`config.mk`:
```
export PLATFORM = sky130hd
export DESIGN_NAME = line_diag_loopback_ctrl_flat
export DESIGN_NICKNAME = d
export VERILOG_FILES = /design/src/design/line_diag_pkg.sv /design/src/design/line_diag_if.sv /design/src/design/line_diag_loopback_ctrl.sv /design/src/flat_wrapper.sv
export SDC_FILE = /design/constraint.sdc
export NUM_CORES = 1
export LEC_CHECK = 0
export BUFFER_PORTS_ARGS = -buffer_cell sky130_fd_sc_hd__clkbuf_2
export CAP_MARGIN = 10
export CELL_PAD_IN_SITES_DETAIL_PLACEMENT = 1
export CELL_PAD_IN_SITES_GLOBAL_PLACEMENT = 1
export CORE_ASPECT_RATIO = 1.4
export CORE_MARGIN = 2
export CORE_UTILIZATION = 38
export CTS_CLUSTER_DIAMETER = 100
export DETAILED_ROUTE_END_ITERATION = 12
export GPL_TIMING_DRIVEN = 0
export PLACE_DENSITY = 0.85
export RECOVER_POWER = 50
export SETUP_SLACK_MARGIN = 0.05
export SLEW_MARGIN = 20
export SYNTH_ARGS = -nofsm -noshare
export SYNTH_HDL_FRONTEND = slang
export SYNTH_SLANG_ARGS = --single-unit
```
`constraint.sdc`:
```
create_clock -name clock_in -period 1.4 [get_ports clock_in]
set_clock_uncertainty 0.1 [all_clocks]
set_input_delay 0.14 -clock clock_in [delete_from_list [all_inputs] [get_ports clock_in]]
set_output_delay 0.14 -clock clock_in [all_outputs]
set_load 0.005 [all_outputs]
```
`src/design/line_diag_pkg.sv`:
```
// constants and types shared by the diagnostic loopback controller, its checker and its bench
// assumes both ends run on one 25 MHz system clock with a synchronous active-low reset
package line_diag_pkg;

    // ************************************************************
    // clock and timing
    // ************************************************************
    localparam int unsigned CLOCK_HZ         = 25_000_000;       // system clock rate
    localparam int unsigned RESET_HOLD_NS    = 40;               // pin reset hold, one cycle
    localparam int unsigned RESET_HOLD_CYC   =
        ((RESET_HOLD_NS * (CLOCK_HZ / 1_000_000)) + 999) / 1000; // rounded up to cycles
    localparam int unsigned TXCLK_LOST_CYC   = 16;               // no tx clock edge this long

    // ************************************************************
    // three-level pin codes
    // ************************************************************
    localparam logic [1:0] PIN_LOW  = 2'h0;                      // driven low
    localparam logic [1:0] PIN_HIGH = 2'h1;                      // driven high
    localparam logic [1:0] PIN_OPEN = 2'h2;                      // left unconnected

    // ************************************************************
    // host register map (own offsets)
    // ************************************************************
    localparam logic [3:0] REG_CTRL2   = 4'h2;                   // loop and all-ones enables
    localparam logic [3:0] REG_CTRL1   = 4'h1;                   // jitter attenuator select
    localparam logic [3:0] REG_ICLR    = 4'h3;                   // interrupt clear and mask
    localparam logic [3:0] REG_STATUS  = 4'h4;                   // sticky event status
    localparam logic [3:0] REG_MODE    = 4'h5;                   // resolved path, read only

    // control register 2 bit positions
    localparam int unsigned BIT_LOCAL   = 0;                     // local_loop_enable_bit
    localparam int unsigned BIT_ANALOG  = 1;                     // analog_loop_enable_bit
    localparam int unsigned BIT_REMOTE  = 2;                     // remote_loop_enable_bit
    localparam int unsigned BIT_ALLONES = 3;                     // all_ones_enable_bit
    localparam int unsigned BIT_RESET   = 4;                     // soft reset

    // interrupt clear bits: maskable sources only
    localparam int unsigned ICLR_WIDTH  = 6;                     // pattern,los,ais,drv,es,bist
    localparam logic [7:0]  CTRL_RESET  = 8'h00;                 // reset value of both control registers

    // ************************************************************
    // resolved diagnostic path
    // ************************************************************
    typedef enum logic [4:0] {
        PATH_NORMAL = 5'h01,
        PATH_LOCAL  = 5'h02,
        PATH_REMOTE = 5'h04,
        PATH_DUAL   = 5'h08,
        PATH_ANALOG = 5'h10
    } path_t;

endpackage

```
`src/design/line_diag_if.sv`:
```
// carrier joining the diagnostic controller (device end) and its host end
// assumes the bench supplies clock and reset and resolves the line tri-state
`timescale 1ns/1ps
interface line_diag_if;
    logic       host_mode;           // 1 host control, 0 hardware pins
    logic [1:0] local_loop_pin;      // three-level pin code
    logic [1:0] analog_loop_pin;     // open commands analog loop
    logic [1:0] remote_loop_pin;
    logic [1:0] all_ones_pin;
    logic [1:0] jitter_atten_pin;    // high rx, low tx, open off
    logic [3:0] addr;                // register address
    logic [7:0] wdata;               // write data
    logic       wr;                  // write strobe
    logic       rd;                  // read strobe
    logic [7:0] rdata;               // read data, cycle after rd
    logic       irq;                 // diagnostic interrupt

    modport device (input host_mode, local_loop_pin, analog_loop_pin, remote_loop_pin,
                    all_ones_pin, jitter_atten_pin, addr, wdata, wr, rd,
                    output rdata, irq);
    modport host   (output host_mode, local_loop_pin, analog_loop_pin, remote_loop_pin,
                    all_ones_pin, jitter_atten_pin, addr, wdata, wr, rd,
                    input rdata, irq);
endinterface

```
`src/design/line_diag_loopback_ctrl.sv`:
```
// device end: resolves diagnostic mode and steers the tx/rx data paths
// assumes line and framer signals are asynchronous and are synchronised here
//
// Strobed register access and the placing of the registers were decided locally.
`timescale 1ns/1ps
module line_diag_loopback_ctrl (
    input  wire logic       clock_in,              // master clock
    input  wire logic       reset_n_in,            // synchronous active-low reset
    line_diag_if.device     ctl,                   // pins and host registers
    input  wire logic       tx_clock_in,           // framer transmit clock
    input  wire logic [1:0] tx_dual_rail_data_in,  // framer transmit data
    input  wire logic       rx_recovered_clock_in, // clock recovered from line
    input  wire logic [1:0] line_rx_pair_in,       // sliced line receive data
    input  wire logic       bipolar_violation_insert_in, // request edge
    input  wire logic [5:0] int_event_in,          // maskable event sources
    output logic            tx_clock_sync_out,     // synchronised tx clock level, for the bench
    output logic [1:0]      rx_dual_rail_data_out, // to framer
    output logic            rx_clock_out,          // to framer: recovered clock, or tx clock in local, dual and analog loops
    output logic [1:0]      line_tx_pair_out,      // to line driver
    output logic            line_tx_oe_out,        // high while driving the line
    output logic            line_rx_connect_out,   // receiver tied to line
    output logic            jitter_atten_loop_out, // attenuator in loop path
    output logic            jitter_atten_rx_out,   // attenuator in rx path
    output logic            bipolar_violation_insert_out, // accepted insert pulse
    output logic            host_only_enable_out,  // violation/alarm/bist monitors on
    output logic            device_reset_out       // internal reset request
);

    // ************************************************************
    // state record
    // ************************************************************
    typedef struct packed {
        logic [6:0] s1;          // first sync stage of 7 async input bits
        logic [6:0] s2;          // second sync stage
        logic       txc_d;       // last tx clock level
        logic [4:0] lost;        // cycles without tx clock edge
        logic       insv_d;      // last insert request level
        logic [9:0] p1;          // pin sync stage one
        logic [9:0] p2;          // pin sync stage two
        logic [7:0] ctrl1;       // jitter attenuator select bits
        logic [7:0] ctrl2;       // loop enable bits
        logic [5:0] iclr;        // interrupt mask bits
        logic [5:0] pend;        // sticky events
        logic [7:0] rdata;       // read data
        logic       irq;
        line_diag_pkg::path_t path;
        logic       ones;
        logic [1:0] rxd;
        logic       rxc;
        logic [1:0] txd;
        logic       oe;
        logic       rxcon;
        logic       jitter_atten_loop;
        logic       jarx;
        logic       ins;
        logic       honly;
        logic       rst;
    } state_t;

    state_t st;                  // registered state
    state_t next_st;             // next state

    // ************************************************************
    // decode helpers
    // ************************************************************
    // true when a pin code is driven high
    function automatic logic is_high(input logic [1:0] code);
        return code == line_diag_pkg::PIN_HIGH;
    endfunction

    // true when a pin code is left open
    function automatic logic is_open(input logic [1:0] code);
        return code == line_diag_pkg::PIN_OPEN;
    endfunction

    // ************************************************************
    // next-state logic
    // ************************************************************
    logic loc;                   // local loop request
    logic ana;                   // analog loop request
    logic rem;                   // remote loop request
    logic aon;                   // all-ones request
    logic ja_on;                 // attenuator enabled
    logic ja_rx;                 // attenuator placed in rx path
    logic txc_seen;              // tx clock present
    logic [1:0] tx_src;          // data the transmitter sends

    always_comb begin
        next_st = st;
        // two-flop synchronisers for line side clocks and data
        next_st.s1 = {bipolar_violation_insert_in, tx_dual_rail_data_in, tx_clock_in,
                      rx_recovered_clock_in, line_rx_pair_in};
        next_st.s2 = st.s1;
        next_st.p1 = {ctl.local_loop_pin, ctl.analog_loop_pin, ctl.remote_loop_pin,
                      ctl.all_ones_pin, ctl.jitter_atten_pin};
        next_st.p2 = st.p1;
        next_st.txc_d  = st.s2[3];
        next_st.insv_d = st.s2[6];
        // tx clock watchdog
        if (st.s2[3] != st.txc_d) begin
            next_st.lost = '0;
        end else if (st.lost != 5'(line_diag_pkg::TXCLK_LOST_CYC)) begin
            next_st.lost = st.lost + 5'h1;
        end
        txc_seen = st.lost != 5'(line_diag_pkg::TXCLK_LOST_CYC);

        // mode source: pins or host bits
        if (ctl.host_mode) begin
            loc   = st.ctrl2[line_diag_pkg::BIT_LOCAL];
            ana   = st.ctrl2[line_diag_pkg::BIT_ANALOG];
            rem   = st.ctrl2[line_diag_pkg::BIT_REMOTE];
            aon   = st.ctrl2[line_diag_pkg::BIT_ALLONES];
            ja_on = st.ctrl1[0];
            ja_rx = st.ctrl1[1];
        end else begin
            loc   = is_high(st.p2[9:8]);
            ana   = is_open(st.p2[7:6]);
            rem   = is_high(st.p2[5:4]);
            aon   = is_high(st.p2[3:2]);
            ja_on = !is_open(st.p2[1:0]);
            ja_rx = is_high(st.p2[1:0]);
        end

        // loop resolution
        if (ana) begin
            next_st.path = line_diag_pkg::PATH_ANALOG;
        end else if (rem && loc) begin
            next_st.path = line_diag_pkg::PATH_DUAL;
        end else if (rem) begin
            next_st.path = line_diag_pkg::PATH_REMOTE;
        end else if (loc) begin
            next_st.path = line_diag_pkg::PATH_LOCAL;
        end else begin
            next_st.path = line_diag_pkg::PATH_NORMAL;
        end
        next_st.ones = aon && !rem;

        // data path steering
        tx_src = next_st.ones ? 2'h3 : st.s2[5:4];
        next_st.rxcon = 1'b1;
        next_st.jitter_atten_loop   = 1'b0;
        next_st.jarx  = ja_on && ja_rx;
        case (st.path)
            line_diag_pkg::PATH_LOCAL, line_diag_pkg::PATH_DUAL: begin
                next_st.rxcon = 1'b0;
                next_st.jitter_atten_loop   = ja_on;
                next_st.jarx  = 1'b0;
                next_st.rxd   = st.s2[5:4];
                next_st.rxc   = st.s2[3];
            end
            line_diag_pkg::PATH_ANALOG: begin
                next_st.rxcon = 1'b0;
                next_st.rxd   = st.txd;
                next_st.rxc   = st.s2[3];
            end
            default: begin
                next_st.rxd = st.s2[1:0];
                next_st.rxc = st.s2[2];
            end
        endcase
        case (st.path)
            line_diag_pkg::PATH_REMOTE, line_diag_pkg::PATH_DUAL: begin
                next_st.txd = st.s2[1:0];
                next_st.oe  = 1'b1;
            end
            default: begin
                next_st.txd = tx_src;
                next_st.oe  = txc_seen || next_st.ones;
            end
        endcase
        // bipolar violation insert, rising edge, not in remote loop
        next_st.ins = st.s2[6] && !st.insv_d && !rem;
        next_st.honly = ctl.host_mode;

        // host register port
        next_st.rdata = '0;
        if (ctl.wr && ctl.host_mode) begin
            case (ctl.addr)
                line_diag_pkg::REG_CTRL1: next_st.ctrl1 = ctl.wdata;
                line_diag_pkg::REG_CTRL2: next_st.ctrl2 = ctl.wdata;
                line_diag_pkg::REG_ICLR:  next_st.iclr  = ctl.wdata[5:0];
                default: ;
            endcase
        end
        if (ctl.rd) begin
            case (ctl.addr)
                line_diag_pkg::REG_CTRL1:  next_st.rdata = st.ctrl1;
                line_diag_pkg::REG_CTRL2:  next_st.rdata = st.ctrl2;
                line_diag_pkg::REG_ICLR:   next_st.rdata = {2'h0, st.iclr};
                line_diag_pkg::REG_STATUS: next_st.rdata = {2'h0, st.pend};
                line_diag_pkg::REG_MODE:   next_st.rdata = {3'h0, st.path};
                default:                   next_st.rdata = 8'h00;
            endcase
        end
        // sticky events: clear bit clears and masks; clear wins over a new event
        if (ctl.host_mode) begin
            next_st.pend = (st.pend & ~next_st.iclr) | (int_event_in & ~next_st.iclr);
        end else begin
            next_st.pend = '0;
        end
        next_st.irq = |st.pend;
        // pin reset and soft reset
        next_st.rst = (!ctl.host_mode && loc && rem && aon)
                    || (ctl.host_mode && st.ctrl2[line_diag_pkg::BIT_RESET]);
        if (st.rst) begin
            next_st.ctrl1 = line_diag_pkg::CTRL_RESET;
            next_st.ctrl2 = line_diag_pkg::CTRL_RESET;
            next_st.iclr  = '0;
            next_st.pend  = '0;
        end
    end

    // ************************************************************
    // state register
    // ************************************************************
    always_ff @(posedge clock_in) begin
        if (!reset_n_in) begin
            st      <= '0;
            st.path <= line_diag_pkg::PATH_NORMAL;
        end else begin
            st <= next_st;
        end
    end

    // outputs straight from flip-flops
    assign tx_clock_sync_out            = st.txc_d;
    assign rx_dual_rail_data_out        = st.rxd;
    assign rx_clock_out                 = st.rxc;
    assign line_tx_pair_out             = st.txd;
    assign line_tx_oe_out               = st.oe;
    assign line_rx_connect_out          = st.rxcon;
    assign jitter_atten_loop_out        = st.jitter_atten_loop;
    assign jitter_atten_rx_out          = st.jarx;
    assign bipolar_violation_insert_out = st.ins;
    assign host_only_enable_out         = st.honly;
    assign device_reset_out             = st.rst;
    assign ctl.rdata                    = st.rdata;
    assign ctl.irq                      = st.irq;

endmodule // line_diag_loopback_ctrl

```
`src/flat_wrapper.sv`:
```
// flat-port wrapper written by rule: the top's interface ports become plain ports
module line_diag_loopback_ctrl_flat 
  (clock_in, reset_n_in, tx_clock_in, tx_dual_rail_data_in, rx_recovered_clock_in, line_rx_pair_in, bipolar_violation_insert_in, int_event_in, tx_clock_sync_out, rx_dual_rail_data_out, rx_clock_out, line_tx_pair_out, line_tx_oe_out, line_rx_connect_out, jitter_atten_loop_out, jitter_atten_rx_out, bipolar_violation_insert_out, host_only_enable_out, device_reset_out, ctl_host_mode, ctl_local_loop_pin, ctl_analog_loop_pin, ctl_remote_loop_pin, ctl_all_ones_pin, ctl_jitter_atten_pin, ctl_addr, ctl_wdata, ctl_wr, ctl_rd, ctl_rdata, ctl_irq);
  line_diag_if ctl_i ();
  input  wire logic clock_in;
  input  wire logic reset_n_in;
  input  wire logic tx_clock_in;
  input  wire logic [1:0] tx_dual_rail_data_in;
  input  wire logic rx_recovered_clock_in;
  input  wire logic [1:0] line_rx_pair_in;
  input  wire logic bipolar_violation_insert_in;
  input  wire logic [5:0] int_event_in;
  output logic tx_clock_sync_out;
  output logic [1:0] rx_dual_rail_data_out;
  output logic rx_clock_out;
  output logic [1:0] line_tx_pair_out;
  output logic line_tx_oe_out;
  output logic line_rx_connect_out;
  output logic jitter_atten_loop_out;
  output logic jitter_atten_rx_out;
  output logic bipolar_violation_insert_out;
  output logic host_only_enable_out;
  output logic device_reset_out;
  input wire logic [$bits(ctl_i.host_mode)-1:0] ctl_host_mode;
  input wire logic [$bits(ctl_i.local_loop_pin)-1:0] ctl_local_loop_pin;
  input wire logic [$bits(ctl_i.analog_loop_pin)-1:0] ctl_analog_loop_pin;
  input wire logic [$bits(ctl_i.remote_loop_pin)-1:0] ctl_remote_loop_pin;
  input wire logic [$bits(ctl_i.all_ones_pin)-1:0] ctl_all_ones_pin;
  input wire logic [$bits(ctl_i.jitter_atten_pin)-1:0] ctl_jitter_atten_pin;
  input wire logic [$bits(ctl_i.addr)-1:0] ctl_addr;
  input wire logic [$bits(ctl_i.wdata)-1:0] ctl_wdata;
  input wire logic [$bits(ctl_i.wr)-1:0] ctl_wr;
  input wire logic [$bits(ctl_i.rd)-1:0] ctl_rd;
  output wire logic [$bits(ctl_i.rdata)-1:0] ctl_rdata;
  output wire logic [$bits(ctl_i.irq)-1:0] ctl_irq;
  assign ctl_i.host_mode = ctl_host_mode;
  assign ctl_i.local_loop_pin = ctl_local_loop_pin;
  assign ctl_i.analog_loop_pin = ctl_analog_loop_pin;
  assign ctl_i.remote_loop_pin = ctl_remote_loop_pin;
  assign ctl_i.all_ones_pin = ctl_all_ones_pin;
  assign ctl_i.jitter_atten_pin = ctl_jitter_atten_pin;
  assign ctl_i.addr = ctl_addr;
  assign ctl_i.wdata = ctl_wdata;
  assign ctl_i.wr = ctl_wr;
  assign ctl_i.rd = ctl_rd;
  assign ctl_rdata = ctl_i.rdata;
  assign ctl_irq = ctl_i.irq;
  line_diag_loopback_ctrl u_core (.clock_in(clock_in), .reset_n_in(reset_n_in), .ctl(ctl_i), .tx_clock_in(tx_clock_in), .tx_dual_rail_data_in(tx_dual_rail_data_in), .rx_recovered_clock_in(rx_recovered_clock_in), .line_rx_pair_in(line_rx_pair_in), .bipolar_violation_insert_in(bipolar_violation_insert_in), .int_event_in(int_event_in), .tx_clock_sync_out(tx_clock_sync_out), .rx_dual_rail_data_out(rx_dual_rail_data_out), .rx_clock_out(rx_clock_out), .line_tx_pair_out(line_tx_pair_out), .line_tx_oe_out(line_tx_oe_out), .line_rx_connect_out(line_rx_connect_out), .jitter_atten_loop_out(jitter_atten_loop_out), .jitter_atten_rx_out(jitter_atten_rx_out), .bipolar_violation_insert_out(bipolar_violation_insert_out), .host_only_enable_out(host_only_enable_out), .device_reset_out(device_reset_out));
endmodule
```
* Yosys cells after proc, flatten, opt, wreduce, memory -nomap -nowiden
Index checks and enable logic that the tools add are counted.
** Cells by class
- Bitwise logic cells :: 6
- Reduce and logical (&&, ||, !) cells :: 31
- Muxes and demuxes :: 17
- Equality and inequality tests :: 17
- $add $sub $neg :: 1
** Operator list (count)
- 8-bit one-hot mux with 5 select lines :: 1
- 5-bit 2-to-1 mux :: 3
- 6-bit bitwise AND :: 2
- 6-bit 2-to-1 mux :: 2
- 3-bit OR reduction :: 4
- 1-bit logical AND :: 10
- 2-bit OR reduction :: 5
- 2-bit by 1-bit equality test with 1-bit output (second input constant) :: 4
- 4-bit by 2-bit equality test with 1-bit output (second input constant) :: 2
- 4-bit by 3-bit equality test with 1-bit output (second input constant) :: 2
- 2-bit AND reduction :: 4
- 1-bit 2-to-1 mux :: 7
- 6-bit NOT :: 1
- 6-bit bitwise OR :: 1
- 3-bit one-hot mux with 2 select lines :: 1
- 6-bit OR reduction :: 1
- 5-bit by 1-bit adder with 5-bit output (second input constant) :: 1
- 5-bit by 2-bit equality test with 1-bit output (second input constant) :: 1
- 5-bit by 3-bit equality test with 1-bit output (second input constant) :: 1
- 5-bit by 4-bit equality test with 1-bit output (second input constant) :: 1
- 5-bit equality test (second input constant) :: 1
- 5-bit != test (second input constant) :: 1
- 2-bit equality test (second input constant) :: 2
- 4-bit by 1-bit equality test with 1-bit output (second input constant) :: 1
- 7 further kinds :: 13
** Storage, ports and cells
- Word-level logic and storage cells :: 99
- Bits in registers :: 95

* Longest topological paths before layout
- Word-level depth :: 6
- Gate-level depth with buffers :: 7

* Worst setup path before layout
No wires, ideal clock.
- Path type :: input to register
- Start :: in ctl_addr[3]
- End :: reg u_core.st[32] (netlist bit)
- Stages on the path :: 7
- Setup slack :: -0.111 ns
- Arrival time :: 1.353 ns
- Cell sequence :: buf_4 > nor4bb_4 > buf_6 > and3_4 > buf_8 > mux2i_1 > o211a_1
** On the way
- Cells in the longest elaborated chain, start to end :: 6
- Elaborated cells on any way between the ends :: 7
- Classes of those cells :: eq/ne: 1; mux: 2; bitwise: 4
** RTL lines
- start: declaration :: RTL line flat_wrapper.sv:30 : input wire logic [$bits(ctl_i.addr)-1:0] ctl_addr;
- 4-bit by 2-bit equality test with 1-bit output * :: RTL line line_diag_loopback_ctrl.sv:178 : case (ctl.addr)
- 6-bit 2-to-1 mux * :: RTL line line_diag_loopback_ctrl.sv:178
- 6-bit 2-to-1 mux * :: RTL line line_diag_loopback_ctrl.sv:177 : if (ctl.wr && ctl.host_mode) begin
- 6-bit NOT * :: RTL line line_diag_loopback_ctrl.sv:197 : next_st.pend = (st.pend & ~next_st.iclr) | (int_event_in & ~next_st.iclr);
- 6-bit bitwise AND :: RTL line line_diag_loopback_ctrl.sv:197
- 6-bit bitwise OR * :: RTL line line_diag_loopback_ctrl.sv:197
- end signal: assignment :: RTL line line_diag_loopback_ctrl.sv:221 : st <= next_st;
- end: declaration :: RTL line line_diag_loopback_ctrl.sv:60 : state_t st;
Mark *: on every way between the ends. The rest lies on a longest branch, timed or not.
A chain may end at the register's enable or synchronous reset.

* Final worst setup path
- Start :: reg u_core.st[58] (netlist bit)
- End :: reg u_core.st (netlist bit u_core.line_tx_oe_out)
** On the way
- Cells in the longest elaborated chain, start to end :: 5
** RTL lines
- 2-bit by 1-bit equality test with 1-bit output :: RTL line line_diag_loopback_ctrl.sv:68 : return code == line_diag_pkg::PIN_HIGH;
- 1-bit 2-to-1 mux :: RTL line line_diag_loopback_ctrl.sv:108 : if (ctl.host_mode) begin
- 1-bit logical AND :: RTL line line_diag_loopback_ctrl.sv:136 : next_st.ones = aon && !rem;
- 1-bit logical OR :: RTL line line_diag_loopback_ctrl.sv:168 : next_st.oe = txc_seen || next_st.ones;
- 3-bit 2-to-1 mux :: RTL line line_diag_loopback_ctrl.sv:161 : case (st.path)
Every way passes these cells.

==> qor.csv <==
metric;value;unit
vdd.ir_drop.worst;0.0008555;V
max_cap_violations;0;
grt_setup_unrepaired;yes;
top_level_ports;62;
root_buffer_cell;sky130_fd_sc_hd__clkbuf_16;
io_buffer_count;58;
timing_worst_slew_pin_value;844.9;ps
final-seq-area;1923;sq um
fin_nets;506;
routed_wire_length_per_instance;17.31;microns
critPathLaunchType;flip-flop;
dp.final_hpwl;6.663;mm
synth-edff-count;0;
overflow;0;
finalHoldViolations;0;
synth.ff_latch_count;95;
cts.path.max_buffers;2;
placement.setup.worst_slack;-504.5;ps
worst_hold_slack;12.69;ps
tritoncts;yes;
clock_sink_count;95;
rows;41;
synth.lib_cells_used.distinct;44;
p_switching;1.344;mW
critPathKind;reg -> reg;
cp_max_fo;3;
final.period_utilization;1.033;
syn_nets;396;
timing.slew.headroom;0.4334;
route.detailed.vias_per_inst;5.168;
die_w;85.43;microns
totalWireLength;9.971;mm
failed_checks;setup timing;
outcome;finished with violations;
core_area;9029;sq um
finalPower;5.768;mW
finalSetupTns;-46.68;ps
drv_slew;0;
die_area;10080;sq um
netSwitchingFraction;0.2330;
globalplace.congestion;0.8324;
worst-endpoint-required;1570;ps
critical_path_arrival;1620;ps
n_antenna_cell;0;
postSynthAreaPerCell;9.964;sq um
timing.final.ws_setup;-46.68;ps
grt_antenna_before_repair;0;
min_path_type;in -> reg;
power_leakage;1.979;nW
p_int;4.425;mW
critical_path.cell_chain;or3b_4, a221oi_4, nor3b_2, nor2_1;
grt_pass1_vias;3291;
global_route_wire_length_before_repair;15.79;mm
cts-buffers-inserted;9;
detailedRoute.firstIterationViolations;120;
drc;0;
floorplan.initialDensity;0.3907;
maximum_number_of_pins_on_one_net_before_global_route_repair;17;
drt-pass1-iter-count;4;
count_of_buffering_cells_on_the_critical_path_with_inverters_included;0;
cpPeakStageDelay;380;ps
syn-cell-area;3527;sq um
h-tree-depth;3;
power.share.combinational;0.081;
share_of_final_layout_standard_cells_stronger_than_drive_strength_1;0.3177;
timing.critical_path.max_delay_family;simple AND/OR/NAND/NOR gates;
max_freq;0.6912;GHz
multi_input_area;1640;sq um
syn2layout_area_growth;39.20;%
synth-async-reset-ratio;0;
yosysSeqAreaShare;0.5392;
setup-violations-final;1;
routed-via-count;2977;
post_synth_inst_count;354;
clk_pin_slew_worst_paths;70;ps
worst_skew_pair_later_pin_latency;350;ps
grt_use_total;0.2039;
drt.antenna.violating_nets;0;
clockPowerShare;0.427;
synth-main-ff-cell;sky130_fd_sc_hd__dfxtp_1;
y_dimension_of_the_die;118.0;microns
ys.warnings.count;0;
pwr_density_cell;1175;nW/um^2
setup.worst_path.end_class;flip-flop;
min_period;1447;ps
pwr-share-seq;0.492;
num-fill-cells;1034;
worst_path_max_delay_cell;sky130_fd_sc_hd__or3b_4;
==> synth_stat cells, drive strengths merged (2+ instances only) <==
library cell | count | area share
mux2i | 7 | 0.020
buf | 19 | 0.043
a21oi | 20 | 0.028
nor4bb | 2 | 0.0099
dfxtp | 95 | 0.54
inv | 4 | 0.0043
a22oi | 6 | 0.013
o22ai | 2 | 0.0035
nand3 | 19 | 0.027
nor3 | 6 | 0.0085
o211a | 6 | 0.017
and2 | 37 | 0.066
nand2 | 27 | 0.029
a32oi | 4 | 0.0099
ha | 2 | 0.0071
xnor2 | 5 | 0.012
nor3b | 7 | 0.015
nor4 | 6 | 0.011
and3b | 2 | 0.0050
clkbuf | 11 | 0.012
o21a | 2 | 0.0043
xor2 | 2 | 0.0050
nor2b | 4 | 0.0071
nand2b | 2 | 0.0035
a22o | 4 | 0.0099
o21ai | 5 | 0.0071
a222oi | 3 | 0.0085
mux2 | 6 | 0.019
nor2 | 29 | 0.031
==> power by group through the flow <==
stage | Sequential, mW | Clock [mW] | Combinational (mW)
3_3_place_gp | 2.89 | 0 | 0.325
6_report | 2.84 | 2.47 | 0.466
2_1_floorplan | 2.88 | 0 | 0.201
5_1_grt | 2.84 | 2.61 | 0.514
3_5_place_dp | 2.89 | 0 | 0.341
4_1_cts | 2.84 | 2.50 | 0.428
==> tightest hold or removal path, cell delays in order <==
cell and delay (ps):
sky130_fd_sc_hd__clkbuf_2 130, sky130_fd_sc_hd__nand3_1 80, sky130_fd_sc_hd__a21oi_1 60
==> layout make-up <==
| cell class | count | share of cell area |
|---|---|---|
| Clock inverter | 6 | 0.01402 |
| Multi-Input combinational cell | 225 | 0.3341 |
| Tap cell | 107 | 0.02727 |
| Timing Repair Buffer | 99 | 0.1391 |
| Clock buffer | 10 | 0.04664 |
| Inverter | 4 | 0.003058 |
| Buffer | 30 | 0.04409 |
| Sequential cell | 95 | 0.3917 |
==> state kept, by name, summed over array words and instances (netlist names) <==
register and flops:
u_core.line_tx_oe_out 1, u_core.line_rx_connect_out 1, u_core.device_reset_out 1, u_core.next_st 19, u_core.rx_dual_rail_data_out 2, u_core.bipolar_violation_insert_out 1, u_core.jitter_atten_rx_out 1, u_core.st 54
u_core.host_only_enable_out 1, u_core.ctl.rdata 8, u_core.line_tx_pair_out 2, u_core.rx_clock_out 1, u_core.ctl.irq 1, u_core.tx_clock_sync_out 1, u_core.jitter_atten_loop_out 1
==> layer usage <==
layer / vias to the layer above / track usage / wire length [microns] / part of all wire
met3: 28 / 0.03927 / 314 / 0.031
met5: - / 0 / 0 / 0
met2: 77 / 0.3872 / 5574 / 0.56
li1: 1435 / - / - / -
met4: 0 / 0.1270 / 422 / 0.042
met1: 1437 / 0.1930 / 3659 / 0.37
==> kinds of logic (layout without fill, tap and decap cells) <==
logic type | after synthesis | count (layout) | synth area share
AND/OR/NAND/NOR | 145 | 145 | 0.2214
flip-flops | 95 | 95 | 0.5392
AO/OA/AOI/OAI | 58 | 58 | 0.1171
buffers and inverters | 34 | 149 | 0.05888
multiplexers | 13 | 13 | 0.03902
XOR/XNOR | 7 | 7 | 0.01738
adder cells (fa/ha/maj) | 2 | 2 | 0.007094
==> path summary, 6_finish.rpt <==
check | startpoint | endpoint | slack, ps | cells past startpoint
setup / recovery | u_core.st[58] | u_core.line_tx_oe_out | -50 | 4
hold / removal | ctl_wdata[1] | u_core.st[40] | 10 | 3
setup reg to reg | u_core.st[58] | u_core.line_tx_oe_out | -50 | 4
hold reg to reg | u_core.next_st[62] | u_core.st[62] | 330 | 1
==> stage by stage <==
| step | std cells | util | instance area, sq um |
|---|---|---|---|
| 2_1_floorplan | 354 | - | 3546 |
| 3_3_place_gp | 519 | 0.4397 | 3970 |
| 3_5_place_dp | 519 | 0.4397 | 3970 |
| 4_1_cts | 568 | 0.5261 | 4750 |
| 5_1_grt | 576 | 0.5438 | 4910 |
| 6_report | 576 | 0.5438 | 4910 |
==> cells in the final DEF (no fill, tap or decap), types with 3 or more instances in the layout <==
cell type	synthesis	routed
sky130_fd_sc_hd__clkbuf_16	0	9
sky130_fd_sc_hd__nor4_1	6	3
sky130_fd_sc_hd__nand2_1	27	26
sky130_fd_sc_hd__buf_2	3	3
sky130_fd_sc_hd__a32oi_1	4	4
sky130_fd_sc_hd__a21oi_1	20	19
sky130_fd_sc_hd__o211a_1	6	6
sky130_fd_sc_hd__buf_12	0	3
sky130_fd_sc_hd__clkbuf_2	1	56
sky130_fd_sc_hd__dfxtp_2	0	5
sky130_fd_sc_hd__clkbuf_4	0	6
sky130_fd_sc_hd__and2_0	0	17
sky130_fd_sc_hd__mux2i_4	0	5
sky130_fd_sc_hd__nor2_1	29	28
sky130_fd_sc_hd__nand3_1	19	19
sky130_fd_sc_hd__and2_1	37	19
sky130_fd_sc_hd__dfxtp_1	95	86
sky130_fd_sc_hd__nor3_1	6	4
sky130_fd_sc_hd__nor2b_1	4	4
sky130_fd_sc_hd__clkbuf_1	10	13
sky130_fd_sc_hd__buf_4	13	17
sky130_fd_sc_hd__a222oi_1	3	3
sky130_fd_sc_hd__dlygate4sd3_1	0	30
sky130_fd_sc_hd__dfxtp_4	0	4
sky130_fd_sc_hd__a22o_1	4	4
sky130_fd_sc_hd__nor3b_1	7	5
sky130_fd_sc_hd__xnor2_1	5	4
sky130_fd_sc_hd__a22oi_1	6	5
sky130_fd_sc_hd__mux2_2	6	6
==> what timing repair did <==
action,in CTS,in global routing
endpoints found under the setup margin,34,30
buffers inserted,3,8
hold buffers,30,0
endpoints found under the hold margin,33,0
gates resized for setup,39,26
pin swaps,8,12
Note: power is estimated with default switching activity, not from simulation.
